$ cat config.mk
export PLATFORM = sky130hd
export DESIGN_NAME = alft_table
export DESIGN_NICKNAME = d
export VERILOG_FILES = /design/src/core/alft_pkg.sv /design/src/core/alft_jam.sv /design/src/core/alft_retry.sv /design/src/core/alft_table.sv
export VERILOG_INCLUDE_DIRS = /design/src /design/src/core
export SDC_FILE = /design/constraint.sdc
export NUM_CORES = 1
export LEC_CHECK = 0
export BUFFER_PORTS_ARGS = -buffer_cell sky130_fd_sc_hd__buf_2
export CAP_MARGIN = 20
export CORE_ASPECT_RATIO = 0.9
export CORE_UTILIZATION = 45
export DETAILED_ROUTE_END_ITERATION = 12
export MAX_ROUTING_LAYER = met4
export PLACE_DENSITY = 0.65
export SLEW_MARGIN = 20
export SYNTH_ARGS = -nofsm -noshare
export SYNTH_HDL_FRONTEND = slang
export SYNTH_SLANG_ARGS = --single-unit
$ cat constraint.sdc
create_clock -name pclk -period 4.4 [get_ports pclk]
set_input_delay 0.22 -clock pclk [delete_from_list [all_inputs] [get_ports pclk]]
set_output_delay 0.22 -clock pclk [all_outputs]
set_load 0.1 [all_outputs]
$ cat src/core/alft_consts.svh
`ifndef ALFT_CONSTS_SVH
`define ALFT_CONSTS_SVH
`define ALFT_CLK_NS      4
`define ALFT_CTRL_OFS    12'h000
`define ALFT_STAT_OFS    12'h004
`define ALFT_FWD_OFS     12'h008
`define ALFT_DROP_OFS    12'h00C
`define ALFT_CTRL_AGE_EN 0
`define ALFT_CTRL_HALF   1
`define ALFT_CTRL_RST    2'h3
`define ALFT_W0_FLG      15
`define ALFT_W0_PNO      14
`define ALFT_INUSE_SET   2'h3
`define ALFT_INUSE_CLR   2'h0
`define ALFT_AGE_LOAD    8'hBF
`define ALFT_AGE_MAX     8'hC0
`define ALFT_AGE_DEAD    8'h00
`define ALFT_TBL_TOP     15'h7FFF
`define ALFT_IDX_TOP     12'hFFF
`define ALFT_COL_LIMIT   16
`define ALFT_BACKOFF_CAP 10
`define ALFT_SLOT_NS     5120
`define ALFT_SLOT_CYC    ((`ALFT_SLOT_NS + `ALFT_CLK_NS - 1) / `ALFT_CLK_NS)
`define ALFT_BYTE_NS     80
`define ALFT_BYTE_CYC    ((`ALFT_BYTE_NS + `ALFT_CLK_NS - 1) / `ALFT_CLK_NS)
`endif

$ cat src/core/alft_pkg.sv
package alft_pkg;
    typedef enum logic [3:0] {
        S_IDLE = 4'b0000, S_RD0  = 4'b0001, S_RD1  = 4'b0010, S_RD2  = 4'b0011,
        S_CHK  = 4'b0100, S_WR0  = 4'b0101, S_WR1  = 4'b0110, S_WR2  = 4'b0111,
        S_VERD = 4'b1000, S_AG2  = 4'b1001, S_AGC  = 4'b1010, S_AGW2 = 4'b1011,
        S_AG0  = 4'b1100, S_AGW0 = 4'b1101, S_AGN  = 4'b1110
    } alft_st_t;
    typedef enum logic [1:0] {
        R_IDLE = 2'b00, R_TX = 2'b01, R_BACK = 2'b10, R_WAIT = 2'b11
    } alft_tx_st_t;
    typedef struct packed {
        logic [47:0] da;
        logic [47:0] sa;
        logic        port;
        logic        short_frm;
        logic        err;
        logic [10:0] len;
    } alft_frm_t;
    typedef struct packed {
        logic fwd;
        logic filter;
        logic drop;
        logic jam;
    } alft_verdict_t;
    typedef struct packed {
        logic        we;
        logic [14:0] addr;
        logic [15:0] wdata;
    } alft_mem_t;
endpackage

$ cat src/core/alft_jam.sv
`timescale 1ns/100ps
`include "alft_consts.svh"
module alft_jam
    import alft_pkg::*;
#(
    parameter int BYTE_CYC = `ALFT_BYTE_CYC
)(
    input  wire logic        pclk,
    input  wire logic        presetn,
    input  wire logic        start,
    input  wire logic [10:0] len,
    output logic             jam_on
);
    logic [10:0] bytes_r;
    logic [7:0]  div_r;
    // ----------------------------------------
    // jam timer, one byte time per divider tick
    // ----------------------------------------
    always_ff @(posedge pclk or negedge presetn)
    begin
        if (!presetn)
        begin
            bytes_r <= 11'h000;
            div_r   <= 8'h00;
            jam_on  <= 1'b0;
        end
        else if (start && !jam_on)
        begin
            bytes_r <= len;
            div_r   <= 8'(BYTE_CYC - 1);
            jam_on  <= (len != 11'h000);
        end
        else if (jam_on)
        begin
            if (div_r != 8'h00)
                div_r <= div_r - 8'h01;
            else
            begin
                div_r   <= 8'(BYTE_CYC - 1);
                bytes_r <= bytes_r - 11'h001;
                jam_on  <= (bytes_r != 11'h001);
            end
        end
    end
endmodule // alft_jam

$ cat src/core/alft_retry.sv
`timescale 1ns/100ps
`include "alft_consts.svh"
module alft_retry
    import alft_pkg::*;
#(
    parameter int SLOT_CYC = `ALFT_SLOT_CYC
)(
    input  wire logic pclk,
    input  wire logic presetn,
    input  wire logic q_valid,
    input  wire logic seg_idle,
    input  wire logic col,
    input  wire logic done,
    output logic      tx_start,
    output logic      release_buf,
    output logic      discard
);
    alft_tx_st_t st_r;
    logic [4:0]  ncol_r;
    logic [9:0]  slots_r;
    logic [10:0] cyc_r;
    logic [9:0]  lfsr_r;
    logic [4:0]  k;
    logic [9:0]  mask;
    always_comb
    begin
        k    = (ncol_r + 5'h01 > 5'(`ALFT_BACKOFF_CAP)) ? 5'(`ALFT_BACKOFF_CAP) : ncol_r + 5'h01;
        mask = 10'((11'h001 << k) - 11'h001);
    end
    always_ff @(posedge pclk or negedge presetn)
    begin
        if (!presetn)
            lfsr_r <= 10'h001;
        else
            lfsr_r <= {lfsr_r[8:0], lfsr_r[9] ^ lfsr_r[6]};
    end
    // ----------------------------------------
    // transmit, collision and backoff sequencing
    // ----------------------------------------
    always_ff @(posedge pclk or negedge presetn)
    begin
        if (!presetn)
        begin
            st_r        <= R_IDLE;
            ncol_r      <= 5'h00;
            slots_r     <= 10'h000;
            cyc_r       <= 11'h000;
            tx_start    <= 1'b0;
            release_buf <= 1'b0;
            discard     <= 1'b0;
        end
        else
        begin
            tx_start    <= 1'b0;
            release_buf <= 1'b0;
            discard     <= 1'b0;
            unique case (st_r)
                R_IDLE:
                    if (q_valid && seg_idle)
                    begin
                        tx_start <= 1'b1;
                        ncol_r   <= 5'h00;
                        st_r     <= R_TX;
                    end
                R_TX:
                    if (done)
                    begin
                        release_buf <= 1'b1;
                        st_r        <= R_IDLE;
                    end
                    else if (col && ncol_r == 5'(`ALFT_COL_LIMIT - 1))
                    begin
                        discard     <= 1'b1;
                        release_buf <= 1'b1;
                        st_r        <= R_IDLE;
                    end
                    else if (col)
                    begin
                        ncol_r  <= ncol_r + 5'h01;
                        slots_r <= lfsr_r & mask;
                        cyc_r   <= 11'(SLOT_CYC - 1);
                        st_r    <= R_BACK;
                    end
                R_BACK:
                    if (cyc_r != 11'h000)
                        cyc_r <= cyc_r - 11'h001;
                    else if (slots_r == 10'h000)
                        st_r <= R_WAIT;
                    else
                    begin
                        slots_r <= slots_r - 10'h001;
                        cyc_r   <= 11'(SLOT_CYC - 1);
                    end
                R_WAIT:
                    // the frame stays buffered for as long as the medium stays busy
                    if (seg_idle)
                    begin
                        tx_start <= 1'b1;
                        st_r     <= R_TX;
                    end
            endcase
        end
    end
endmodule // alft_retry

$ cat src/core/alft_table.sv
// Local design decisions: the register offsets and the APB slave port.
`timescale 1ns/100ps
`include "alft_consts.svh"
// Function
// - each entry is four 16-bit words; table spans bytes 0000h to 7FFFh.
// - every received frame has its source address learned into the table; code skips it when no matching or free entry is found.
// - destination on the source port: frame released, not forwarded.
// - short or errored frames to the other port are discarded; good ones stored.
// - source address learning reloads aging index to BFh and sets in-use bits.
// - timed-out entry gets in-use bits cleared and stops aging.
// - half duplex with full buffer jams the source port.
// - jam lasts as long as the triggering frame.
// - collision backs off randomly; sixteenth collision drops frame, frees buffer.
// - frame waiting for the medium stays in buffer indefinitely.
// - broadcast and multicast always forwarded; source still learned; code forwards them only while buf_full is low.
// - stored frames leave in buffer manager link-list order when segment idle.
// - select flag set: id holds MAC bits 11:0, else bits 23:12.
// - occupied home entry pushes learning to next free entry.
// - port bit is 1 for port 1, 0 for port 0.
// - same address on both ports updates one entry, latest frame wins.
// - two in-use bits; set means occupied, clear means free.
// - word 1 holds MAC 39:24, word 2 low byte holds MAC 47:40.
// - word 0 has flag, port, in-use, id; word 2 aging and vendor; word 3 reserved.
// - aging index 01h..C0h alive, 00h aged, others static.
// - each aging trigger decrements every alive entry's aging index once.
module alft_table
    import alft_pkg::*;
#(
    parameter int SLOT_CYC = `ALFT_SLOT_CYC,
    parameter int BYTE_CYC = `ALFT_BYTE_CYC
)(
    input  wire logic          pclk,
    input  wire logic          presetn,
    input  wire logic          psel,
    input  wire logic          penable,
    input  wire logic          pwrite,
    input  wire logic [11:0]   paddr,
    input  wire logic [31:0]   pwdata,
    output logic [31:0]        prdata,
    output logic               pready,
    output logic               pslverr,
    input  wire alft_frm_t     frm,
    input  wire logic          frm_valid,
    output logic               frm_ready,
    input  wire logic          buf_full,
    output alft_verdict_t      verdict,
    output logic               verdict_valid,
    input  wire logic          age_tick,
    output logic               mem_req,
    output alft_mem_t          mem_cmd,
    input  wire logic          mem_gnt,
    input  wire logic [15:0]   mem_rdata,
    input  wire logic [1:0]    q_valid,
    input  wire logic [1:0]    seg_idle,
    input  wire logic [1:0]    tx_col,
    input  wire logic [1:0]    tx_done,
    output logic [1:0]         tx_start,
    output logic [1:0]         tx_release,
    output logic [1:0]         tx_discard,
    output logic [1:0]         jam_on
);
    alft_st_t      st_r, st_nxt;
    logic [11:0]   idx_r, idx_nxt;
    logic [12:0]   probe_r, probe_nxt;
    logic          phase_r, phase_nxt;
    logic          dknown_r, dknown_nxt;
    logic          dport_r, dport_nxt;
    logic          room_r, room_nxt;
    logic [15:0]   w0_r, w0_nxt;
    logic [15:0]   w1_r, w1_nxt;
    logic [15:0]   w2_r, w2_nxt;
    alft_frm_t     frm_r, frm_nxt;
    alft_mem_t     cmd_nxt;
    logic          req_nxt;
    logic [1:0]    ctrl_r;
    logic          age_pend_r;
    logic [31:0]   fwd_cnt_r;
    logic [31:0]   drop_cnt_r;
    logic [1:0]    jam_go;
    logic [47:0]   key;
    logic          used;
    logic          match;
    logic [7:0]    age;
    alft_verdict_t vd;
    logic          mcast;
    logic          same;
    logic          bad;
    logic          apb_wr;
    logic          apb_hit;

    function automatic logic [14:0] waddr(input logic [11:0] i, input logic [1:0] w);
        waddr = {i, w, 1'b0};
    endfunction

    // ----------------------------------------
    // entry decode
    // ----------------------------------------
    always_comb
    begin
        key   = phase_r ? frm_r.sa : frm_r.da;
        used  = (w0_r[13:12] != `ALFT_INUSE_CLR);
        match = used && (w1_r == key[39:24]) && (w2_r[7:0] == key[47:40])
                && (w0_r[11:0] == (w0_r[`ALFT_W0_FLG] ? key[11:0] : key[23:12]));
        age   = w2_r[15:8];
        mcast = frm_r.da[40];
        same  = !mcast && dknown_r && (dport_r == frm_r.port);
        bad   = frm_r.short_frm || frm_r.err;
    end

    // ----------------------------------------
    // lookup, learning and aging sequencer
    // ----------------------------------------
    always_comb
    begin
        st_nxt     = st_r;
        idx_nxt    = idx_r;
        probe_nxt  = probe_r;
        phase_nxt  = phase_r;
        dknown_nxt = dknown_r;
        dport_nxt  = dport_r;
        room_nxt   = room_r;
        w0_nxt     = w0_r;
        w1_nxt     = w1_r;
        w2_nxt     = w2_r;
        frm_nxt    = frm_r;
        unique case (st_r)
            S_IDLE:
                // a pending sweep waits for frames; once started, a sweep runs through all entries before a frame is taken
                if (frm_valid)
                begin
                    frm_nxt    = frm;
                    phase_nxt  = frm.da[40];
                    idx_nxt    = frm.da[40] ? frm.sa[11:0] : frm.da[11:0];
                    probe_nxt  = 13'h0000;
                    dknown_nxt = 1'b0;
                    room_nxt   = 1'b0;
                    st_nxt     = S_RD0;
                end
                else if (age_pend_r && ctrl_r[`ALFT_CTRL_AGE_EN])
                begin
                    idx_nxt = `ALFT_IDX_TOP;
                    st_nxt  = S_AG2;
                end
            S_RD0:
                if (mem_gnt)
                begin
                    w0_nxt = mem_rdata;
                    st_nxt = S_RD1;
                end
            S_RD1:
                if (mem_gnt)
                begin
                    w1_nxt = mem_rdata;
                    st_nxt = S_RD2;
                end
            S_RD2:
                if (mem_gnt)
                begin
                    w2_nxt = mem_rdata;
                    st_nxt = S_CHK;
                end
            S_CHK:
                if (!phase_r && (match || !used || probe_r == 13'h0FFF))
                begin
                    dknown_nxt = match;
                    dport_nxt  = w0_r[`ALFT_W0_PNO];
                    phase_nxt  = 1'b1;
                    idx_nxt    = frm_r.sa[11:0];
                    probe_nxt  = 13'h0000;
                    st_nxt     = S_RD0;
                end
                else if (phase_r && (match || !used))
                begin
                    room_nxt = 1'b1;
                    st_nxt   = S_WR0;
                end
                else if (phase_r && probe_r == 13'h0FFF)
                    st_nxt = S_VERD;
                else
                begin
                    idx_nxt   = idx_r + 12'h001;
                    probe_nxt = probe_r + 13'h0001;
                    st_nxt    = S_RD0;
                end
            S_WR0:
                if (mem_gnt)
                    st_nxt = S_WR1;
            S_WR1:
                if (mem_gnt)
                    st_nxt = S_WR2;
            S_WR2:
                if (mem_gnt)
                    st_nxt = S_VERD;
            S_VERD:
                st_nxt = S_IDLE;
            S_AG2:
                if (mem_gnt)
                begin
                    w2_nxt = mem_rdata;
                    st_nxt = S_AGC;
                end
            S_AGC:
                // aged and static entries are left untouched
                st_nxt = (age != `ALFT_AGE_DEAD && age <= `ALFT_AGE_MAX) ? S_AGW2 : S_AGN;
            S_AGW2:
                if (mem_gnt)
                    st_nxt = (age == 8'h01) ? S_AG0 : S_AGN;
            S_AG0:
                if (mem_gnt)
                begin
                    w0_nxt = mem_rdata;
                    st_nxt = S_AGW0;
                end
            S_AGW0:
                if (mem_gnt)
                    st_nxt = S_AGN;
            S_AGN:
                if (idx_r == 12'h000)
                    st_nxt = S_IDLE;
                else
                begin
                    idx_nxt = idx_r - 12'h001;
                    st_nxt  = S_AG2;
                end
            default:
                st_nxt = S_IDLE;
        endcase
    end

    // ----------------------------------------
    // memory command for the next state
    // ----------------------------------------
    always_comb
    begin
        req_nxt       = 1'b1;
        cmd_nxt.we    = 1'b0;
        cmd_nxt.addr  = waddr(idx_nxt, 2'd0);
        cmd_nxt.wdata = 16'h0000;
        unique case (st_nxt)
            S_RD0, S_AG0:
                cmd_nxt.addr = waddr(idx_nxt, 2'd0);
            S_RD1:
                cmd_nxt.addr = waddr(idx_nxt, 2'd1);
            S_RD2, S_AG2:
                cmd_nxt.addr = waddr(idx_nxt, 2'd2);
            S_WR0:
            begin
                cmd_nxt.we    = 1'b1;
                cmd_nxt.wdata = {idx_nxt == frm_r.sa[11:0], frm_r.port, `ALFT_INUSE_SET,
                                 (idx_nxt == frm_r.sa[11:0]) ? frm_r.sa[11:0] : frm_r.sa[23:12]};
            end
            S_WR1:
            begin
                cmd_nxt.we    = 1'b1;
                cmd_nxt.addr  = waddr(idx_nxt, 2'd1);
                cmd_nxt.wdata = frm_r.sa[39:24];
            end
            S_WR2:
            begin
                cmd_nxt.we    = 1'b1;
                cmd_nxt.addr  = waddr(idx_nxt, 2'd2);
                cmd_nxt.wdata = {`ALFT_AGE_LOAD, frm_r.sa[47:40]};
            end
            S_AGW2:
            begin
                cmd_nxt.we    = 1'b1;
                cmd_nxt.addr  = waddr(idx_nxt, 2'd2);
                cmd_nxt.wdata = {w2_nxt[15:8] - 8'h01, w2_nxt[7:0]};
            end
            S_AGW0:
            begin
                cmd_nxt.we    = 1'b1;
                cmd_nxt.wdata = {w0_nxt[15:14], `ALFT_INUSE_CLR, w0_nxt[11:0]};
            end
            default:
                req_nxt = 1'b0;
        endcase
    end

    always_ff @(posedge pclk or negedge presetn)
    begin
        if (!presetn)
        begin
            st_r     <= S_IDLE;
            idx_r    <= 12'h000;
            probe_r  <= 13'h0000;
            phase_r  <= 1'b0;
            dknown_r <= 1'b0;
            dport_r  <= 1'b0;
            room_r   <= 1'b0;
            w0_r     <= 16'h0000;
            w1_r     <= 16'h0000;
            w2_r     <= 16'h0000;
            frm_r    <= '0;
            mem_req  <= 1'b0;
            mem_cmd  <= '0;
        end
        else
        begin
            st_r     <= st_nxt;
            idx_r    <= idx_nxt;
            probe_r  <= probe_nxt;
            phase_r  <= phase_nxt;
            dknown_r <= dknown_nxt;
            dport_r  <= dport_nxt;
            room_r   <= room_nxt;
            w0_r     <= w0_nxt;
            w1_r     <= w1_nxt;
            w2_r     <= w2_nxt;
            frm_r    <= frm_nxt;
            mem_req  <= req_nxt;
            mem_cmd  <= cmd_nxt;
        end
    end

    assign frm_ready = (st_r == S_IDLE);

    // ----------------------------------------
    // aging trigger latch, the set wins over the clear
    // ----------------------------------------
    always_ff @(posedge pclk or negedge presetn)
    begin
        if (!presetn)
            age_pend_r <= 1'b0;
        else if (age_tick && ctrl_r[`ALFT_CTRL_AGE_EN])
            age_pend_r <= 1'b1;
        else if (st_nxt == S_AG2 && st_r == S_IDLE)
            age_pend_r <= 1'b0;
    end

    // ----------------------------------------
    // forwarding verdict
    // ----------------------------------------
    always_comb
    begin
        vd.filter = same;
        vd.jam    = !same && buf_full && ctrl_r[`ALFT_CTRL_HALF];
        vd.fwd    = !same && !buf_full && (mcast || !bad);
        vd.drop   = !same && !vd.fwd && !vd.jam;
    end

    always_ff @(posedge pclk or negedge presetn)
    begin
        if (!presetn)
        begin
            verdict       <= '0;
            verdict_valid <= 1'b0;
            jam_go        <= 2'b00;
        end
        else
        begin
            verdict_valid <= (st_r == S_VERD);
            jam_go        <= 2'b00;
            if (st_r == S_VERD)
            begin
                verdict            <= vd;
                jam_go[frm_r.port] <= vd.jam;
            end
        end
    end

    // ----------------------------------------
    // per-port transmit and jam
    // ----------------------------------------
    for (genvar p = 0; p < 2; p++)
    begin : g_port
        alft_retry #(
            .SLOT_CYC    (SLOT_CYC)
        ) u_retry (
            .pclk        (pclk),
            .presetn     (presetn),
            .q_valid     (q_valid[p]),
            .seg_idle    (seg_idle[p]),
            .col         (tx_col[p]),
            .done        (tx_done[p]),
            .tx_start    (tx_start[p]),
            .release_buf (tx_release[p]),
            .discard     (tx_discard[p])
        );
        alft_jam #(
            .BYTE_CYC    (BYTE_CYC)
        ) u_jam (
            .pclk        (pclk),
            .presetn     (presetn),
            .start       (jam_go[p]),
            .len         (frm_r.len),
            .jam_on      (jam_on[p])
        );
    end

    // ----------------------------------------
    // apb registers, zero wait states
    // ----------------------------------------
    assign apb_wr  = psel && penable && pwrite;
    assign apb_hit = (paddr == `ALFT_CTRL_OFS) || (paddr == `ALFT_STAT_OFS)
                     || (paddr == `ALFT_FWD_OFS) || (paddr == `ALFT_DROP_OFS);
    assign pready  = 1'b1;
    assign pslverr = psel && penable && !apb_hit;

    always_ff @(posedge pclk or negedge presetn)
    begin
        if (!presetn)
            ctrl_r <= `ALFT_CTRL_RST;
        else if (apb_wr && paddr == `ALFT_CTRL_OFS)
            ctrl_r <= pwdata[1:0];
    end

    always_ff @(posedge pclk or negedge presetn)
    begin
        if (!presetn)
        begin
            fwd_cnt_r  <= 32'h0000_0000;
            drop_cnt_r <= 32'h0000_0000;
        end
        else if (verdict_valid)
        begin
            fwd_cnt_r  <= fwd_cnt_r + {31'h0000_0000, verdict.fwd};
            drop_cnt_r <= drop_cnt_r + {31'h0000_0000, !verdict.fwd};
        end
    end

    always_ff @(posedge pclk or negedge presetn)
    begin
        if (!presetn)
            prdata <= 32'h0000_0000;
        else if (psel && !penable && !pwrite)
        begin
            unique case (paddr)
                `ALFT_CTRL_OFS: prdata <= {30'h0000_0000, ctrl_r};
                `ALFT_STAT_OFS: prdata <= {19'h0_0000, room_r, dknown_r, jam_on, age_pend_r, st_r, idx_r[3:0]};
                `ALFT_FWD_OFS:  prdata <= fwd_cnt_r;
                `ALFT_DROP_OFS: prdata <= drop_cnt_r;
                default:        prdata <= 32'h0000_0000;
            endcase
        end
    end
endmodule // alft_table

==> qor.csv, run 1 <==
metric,value,unit
min_from,psel,
crit_fanout,14,
cts_root_buf,clkbuf_16,
yosysTopAreaCell,dfrtp_1,
design_area,29600,µm²
relSlewSlack,28.2,%
die_h,219,µm
grt_pass1_vias,20278,
ys_warn_count,0,
path_clk_slew,60,ps
p_total,19.8,mW
synth_nets,2611,
required,4930,ps
syn-mean-instance-area,9.86,µm²
r2r-end,mem_cmd[0],
internal-power,11.4,mW
vdd_drop_max,0.607,mV
fin_nets,3066,
num_vias,20527,
yosysTopAreaCellShare,46.3,%
n_fill_cell,4403,
core,51700,µm²
initialDrtViolationCount,1482,
numPortBuffers,235,
min_period_over_period,96.6,%
utilization,57.2,%
seqPwrFrac,31.9,%
grt_pass1_wl,117000,µm
max_freq,235,MHz
ys_top_cells_by_area,"dfrtp_1, mux2_2, nand2_1",
cp.arrival,4780,ps
die_area,53200,µm²
p_comb_share,46.2,%
synth-edff-count,0,
ys_seq_area_share,46.7,%
drc_errors,0,
viasPerCell,5.75,
die_w,243,µm
power.density,668,nW/µm²
run_status,"finished, final reports clean",
hold_path_depth,4,
cts_tree,done,
wl_per_cell,21.0,µm
drtAntennaViolNets,0,
multi_input_area,11800,µm²
worstReg2RegStart,phase_r,
crit_type,reg2reg,
finalCriticalPeriod,4250,ps
cts_buffer_depth,3,
grt_use_total,28.9,%
initial_core_util,45.5,%
hold_violations,0,
switchingPower,8.39,mW
finalSetupViolCount,0,
cp-end-kind,flop,
antenna_found_initial,2,
grt_start_max_net_pins,110,
place_congestion,0.945,
placed_cells,3322,
timing.reg2reg.setup_slack,150,ps
synth_seq_cells,439,
syn_to_final_growth,25.7,%
io_pins,268,
timing.hold.ws,124,ps
synth-main-ff-cell,dfrtp_1,
slew_violations,0,
core.rowCount,79,
ys_types,89,
seq_area,11000,µm²
worstHoldPathType,in2reg,
min_to,ctrl_r[1],
startpoint_type,flop,
instances_no_fill,3570,
drive_above_1_share,23.8,%
cts_sinks,439,
htree_levels,2,
syn_inst,2386,
ff2ff_path_depth,20,
pwr-share-clk,21.9,%
switching_share,42.5,%
fin_skew,26.6,ps
hpwl,53400,µm
cap_violations,0,
dr.pass1.iters,5,
worst_pin_slew,1070,ps
placed_area,26200,µm²
finalWirelength,75000,µm
async_flop_share,100,%
syn-cell-area,23500,µm²
p_leak,13.5,nW
cts_made_buffers,48,
clock_latency,600,ps
overflow,0,
area by class of cell:
class	count	area share (%)
Timing Repair Buffer	534	13.3
Multi-Input combinational cell	1738	39.8
Tap cell	688	2.91
Sequential cell	439	37.2
Clock buffer	69	4.77
Clock inverter	19	1.02
Inverter	80	1.01
Antenna cell	3	0.0254
state kept, by name, summed over array words and instances, names as in the netlist, 10 cells and up:
signal / flops
drop_cnt_r: 32
w1_r: 16
prdata: 32
g_port.u_retry.slots_r: 20
w2_r: 16
w0_r: 16
g_port.u_retry.cyc_r: 22
fwd_cnt_r: 32
mem_cmd: 20
g_port.u_retry.lfsr_r: 20
frm_r: 110
g_port.u_jam.bytes_r: 22
probe_r: 13
idx_r: 11
g_port.u_retry.ncol_r: 10
g_port.u_jam.div_r: 16
cell usage after synthesis (16+ instances only):
master	instances
a22oi_1	44
nand4_1	28
a211oi_1	20
nand2_1	227
nor3_1	46
xor2_1	40
o22ai_1	20
nand2b_1	22
ha_1	38
mux2_2	164
dfrtp_1	435
o31ai_1	20
nand3_1	93
and3_1	42
a31oi_1	34
inv_1	78
a21oi_1	148
nor2b_1	24
nor3b_1	20
mux2i_1	77
a221oi_1	16
o21ai_0	155
xnor2_1	83
clkbuf_1	97
nor2_1	157
nor4_1	16
cell usage in the layout, fill, tap and decap left out, types with 22 or more instances in the layout:
master         netlist  final
xnor2_1             83     82
dfrtp_1            435    434
nor2_1             157    157
a22oi_1             44     44
ha_1                38     38
a21oi_1            148    146
dlygate4sd3_1        0    140
and3_1              42     41
nor2b_1             24     24
nand3_1             93     93
o21ai_0            155    154
inv_1               78     78
nor3_1              46     43
a31oi_1             34     33
clkbuf_16            0     50
mux2_2             164    164
nand2b_1            22     22
buf_2                6    234
mux2i_1             77     76
nand4_1             28     28
buf_4               14    147
nand2_1            227    225
xor2_1              40     40
power groups by stage:
stage	sequential (mW)	clock (mW)	combinational, mW
floorplan	6.78	0	5.13
detailed placement	6.32	0	8.67
global placement	6.29	0	8.55
finish	6.30	4.34	9.13
CTS	6.26	4.41	8.84
global route	6.40	4.58	9.82
per-layer routing:
layer / routed length [µm] / up-vias / track usage, %
li1: - / 9543 / -
met1: 32700 / 10113 / 37.6
met2: 35400 / 695 / 46.4
met3: 3860 / 176 / 3.72
met4: 3010 / 0 / 10.9
met5: 0 / - / -
critical path, cell delays in order (launching register included):
cell       delay (ps)
dfrtp_2           460
buf_12            170
buf_4             150
mux2i_2           150
xnor2_1           150
nor4_2            420
buf_4             180
nand4_1           160
nor2_2            120
buf_4             160
buf_4             150
a211oi_4           70
buf_4             160
a32oi_1           260
o32a_1            190
o21ai_1           100
a2111oi_4         410
buf_12            190
and3_1            180
buf_4             160
a311o_1           170
worst max path at each step:
stage	start	end	slack (ps)	cells past startpoint
2_1_floorplan	idx_r[0]	mem_cmd[10]	20	15
3_3_place_gp	phase_r	mem_cmd[5]	20	16
3_5_place_dp	phase_r	mem_cmd[7]	-20	16
4_1_cts	w0_r[15]	mem_cmd[7]	50	17
5_1_grt	phase_r	mem_cmd[4]	-2	20
6_report	phase_r	mem_cmd[0]	150	20
per-stage QoR:
step           worst slack (ps)  setup TNS [ps]
6_report                    150               0
5_1_grt                   -1.74           -1.74
4_1_cts                    48.1               0
3_5_place_dp              -21.9           -36.4
3_3_place_gp               21.3               0
2_1_floorplan              19.0               0
repair_timing:
action	in CTS	in global routing
resized for setup	2	16
hold endpoints to repair	264	0
setup endpoints to repair	9	13
setup buffers	0	16
hold buffers	140	0
gates cloned	0	1
pin swaps	0	8
kinds of logic after synthesis:
logic type               share of synthesized area [%]
AND/OR/NAND/NOR                                   15.5
AO/OA/AOI/OAI                                     15.7
flip-flops                                        46.7
multiplexers                                      11.8
buffers and inverters                             3.69
XOR/XNOR                                          4.58
adder cells (fa/ha/maj)                           2.02
other                                           0.0319
Power figures use the tool's default switching activity.
==> inputs of run 2 (changes only) <==
--- a/config.mk
+++ b/config.mk
@@ -6,13 +6,13 @@
 export SDC_FILE = /design/constraint.sdc
 export NUM_CORES = 1
 export LEC_CHECK = 0
-export BUFFER_PORTS_ARGS = -buffer_cell sky130_fd_sc_hd__buf_2
 export CAP_MARGIN = 20
 export CORE_ASPECT_RATIO = 0.9
 export CORE_UTILIZATION = 45
 export DETAILED_ROUTE_END_ITERATION = 12
+export DONT_BUFFER_PORTS = 1
 export MAX_ROUTING_LAYER = met4
-export PLACE_DENSITY = 0.65
+export PLACE_DENSITY = 0.61
 export SLEW_MARGIN = 20
 export SYNTH_ARGS = -nofsm -noshare
 export SYNTH_HDL_FRONTEND = slang
==> run 2 against run 1 <==
The flow now finishes with violations (negative hold slack). Wire length shrank 6.6%. Count of clock-buffer cells in the layout grew 1. Clock power shrank 2%. Largest cell class unchanged. Largest power group unchanged.
==> qor.csv, run 2 (synthesized netlist as in run 1, its figures left out) <==
metric,value,unit,change
core,51700,µm²,unchanged
min_period_over_period,97.5,%,+0.86 points
design_area,28000,µm²,-5.3%
antenna_found_initial,2,,unchanged
pwr-share-clk,22.3,%,+0.4 points
placed_area,24800,µm²,-5.4%
grt_pass1_vias,19147,,-5.6%
hold_violations,439,,+439
power.density,680,nW/µm²,+1.9%
cts_hold_buffers,145,,+3.6%
core.rowCount,79,,unchanged
numPortBuffers,0,,-100%
cp.arrival,4740,ps,-40 ps
num_vias,19400,,-5.5%
switchingPower,7.99,mW,-4.8%
grt_pass1_wl,109000,µm,-6.5%
seqPwrFrac,36.0,%,+4.1 points
startpoint_type,flop,,
overflow,0,,unchanged
n_fill_cell,4551,,+3.4%
finalSetupViolCount,0,,unchanged
io_pins,268,,unchanged
vdd_drop_max,0.487,mV,-20%
fin_ws,112,ps,-37.6 ps
drc_errors,0,,unchanged
fin_skew,11.4,ps,-15.1 ps
p_comb_share,41.7,%,-4.5 points
grt_start_max_net_pins,440,,+300%
relSlewSlack,30.1,%,+1.9 points
wl_per_cell,21.2,µm,+0.96%
drtAntennaViolNets,0,,unchanged
initialDrtViolationCount,1539,,+3.8%
drive_above_1_share,15.7,%,-8.1 points
cts_tree,done,,
htree_levels,2,,unchanged
internal-power,11.1,mW,-2.6%
die_h,219,µm,unchanged
required,4860,ps,-70 ps
crit_fanout,14,,unchanged
die_area,53200,µm²,unchanged
cap_violations,0,,unchanged
grt_use_total,26.9,%,-2.0 points
slew_violations,0,,unchanged
crit_type,reg2reg,,
syn_to_final_growth,19.1,%,
die_w,243,µm,unchanged
initial_core_util,45.5,%,unchanged
viasPerCell,5.87,,+2.1%
largest_register,frm_r,,
worstHoldPathType,in2async,,
violations,negative hold slack,,
worst_pin_slew,1050,ps,-24.1 ps
timing.hold.ws,-671,ps,-794 ps
run_status,finished with violations,,
fin_nets,2802,,-8.6%
finalCriticalPeriod,4290,ps,+37.6 ps
place_congestion,0.996,,+5.3%
cts_sinks,439,,unchanged
finalWirelength,70100,µm,-6.6%
cts_made_buffers,48,,unchanged
cts_root_buf,clkbuf_16,,
utilization,54.2,%,-3.0 points
layout_common_cells,"dfrtp_1, nand2_1, mux2_2, nor2_1, o21ai_0",,
final_common_cell,dfrtp_1,,
switching_share,41.9,%,-0.57 points
p_leak,12.2,nW,-9.1%
path_clk_slew,60,ps,about the same
pre_cts_ws,49.3,ps,+71.2 ps
dr.pass1.iters,5,,unchanged
cts_buffer_depth,3,,unchanged
hpwl,49800,µm,-6.7%
clock_latency,580,ps,-20 ps
cp-end-kind,flop,,
largest_reg_flops,110,,unchanged
max_freq,233,MHz,-0.88%
## run 2: changes by cell type in the layout (fill, tap and decap cells not counted), moves of 4 or more
| cell | delta |
|---|---|
| buf_4 | -27 |
| dlygate4sd3_1 | +5 |
| dfrtp_1 | -4 |
| dfrtp_2 | +4 |
| buf_12 | -6 |
| buf_2 | -234 |
## run 2: final timing paths
kind	from	to	slack [ps]	cells after the start
worst max-delay path	phase_r	mem_cmd[6]	110	17
worst min-delay path	presetn	g_port[1].u_retry.tx_start	-670	0
worst max register to register	phase_r	mem_cmd[6]	110	17
worst min register to register	g_port[0].u_retry.lfsr_r[8]	g_port[0].u_retry.lfsr_r[9]	370	0
max in group asynchronous	presetn	phase_r	4130	0
min in group pclk	mem_gnt	st_r[1]	70	3
## run 2: routing by layer
metal / track usage [%] / routed length, µm / share of wire, %
met1: 34.7 / 30700 / 44
met2: 42.6 / 33100 / 47
met3: 4.59 / 4010 / 5.7
met4: 10.1 / 2300 / 3.3
met5: - / 0 / 0
## run 2: power by group through the flow
stage	Clock [mW]	Combinational, mW	Sequential, mW
detailed placement	0	7.58	6.91
global placement	0	7.46	6.88
finish	4.25	7.94	6.87
floorplan	0	5.13	6.78
global route	4.51	8.61	6.99
CTS	4.35	7.74	6.85
## run 2: area by class of cell
cell class,count,area [µm²],area share [%]
sequential,439,11000,39.2
tap,688,861,3.07
timing repair buffer,270,2460,8.77
multi-input combinational,1738,11700,41.9
clock inverter,16,234,0.835
clock buffer,70,1430,5.09
inverter,80,300,1.07
antenna,3,7.51,0.0268
## run 2: what timing repair did
| item | in CTS | in global routing |
|---|---|---|
| gates resized for setup | 0 | 9 |
| setup endpoints to repair | 0 | 13 |
| buffers inserted | 0 | 3 |
| endpoints found under the hold margin | 633 | 439 |
## run 2: metrics by stage
step | TNS (ps) | hold slack [ps] | cells | power, mW
finish | 0 | -671 | 3304 | 19.1
global route | -309 | -695 | 3303 | 20.1
CTS | 0 | -700 | 3297 | 18.9
detailed placement | 0 | -63.6 | 3066 | 14.5
global placement | 0 | -65.8 | 3066 | 14.3
floorplan | 0 | -75.6 | 2386 | 11.9
## run 2: worst max-delay path, stage by stage, from the launching register on
cell	delay (ps)
dfrtp_2	430
buf_12	130
mux4_2	530
xnor2_1	220
nand4_1	200
nor3_1	280
buf_4	170
nand3_1	130
buf_4	200
o211ai_1	340
nand2_2	170
and2_1	200
o21ai_1	220
a2111oi_4	100
buf_12	160
and3_1	150
buf_4	160
a311o_1	350
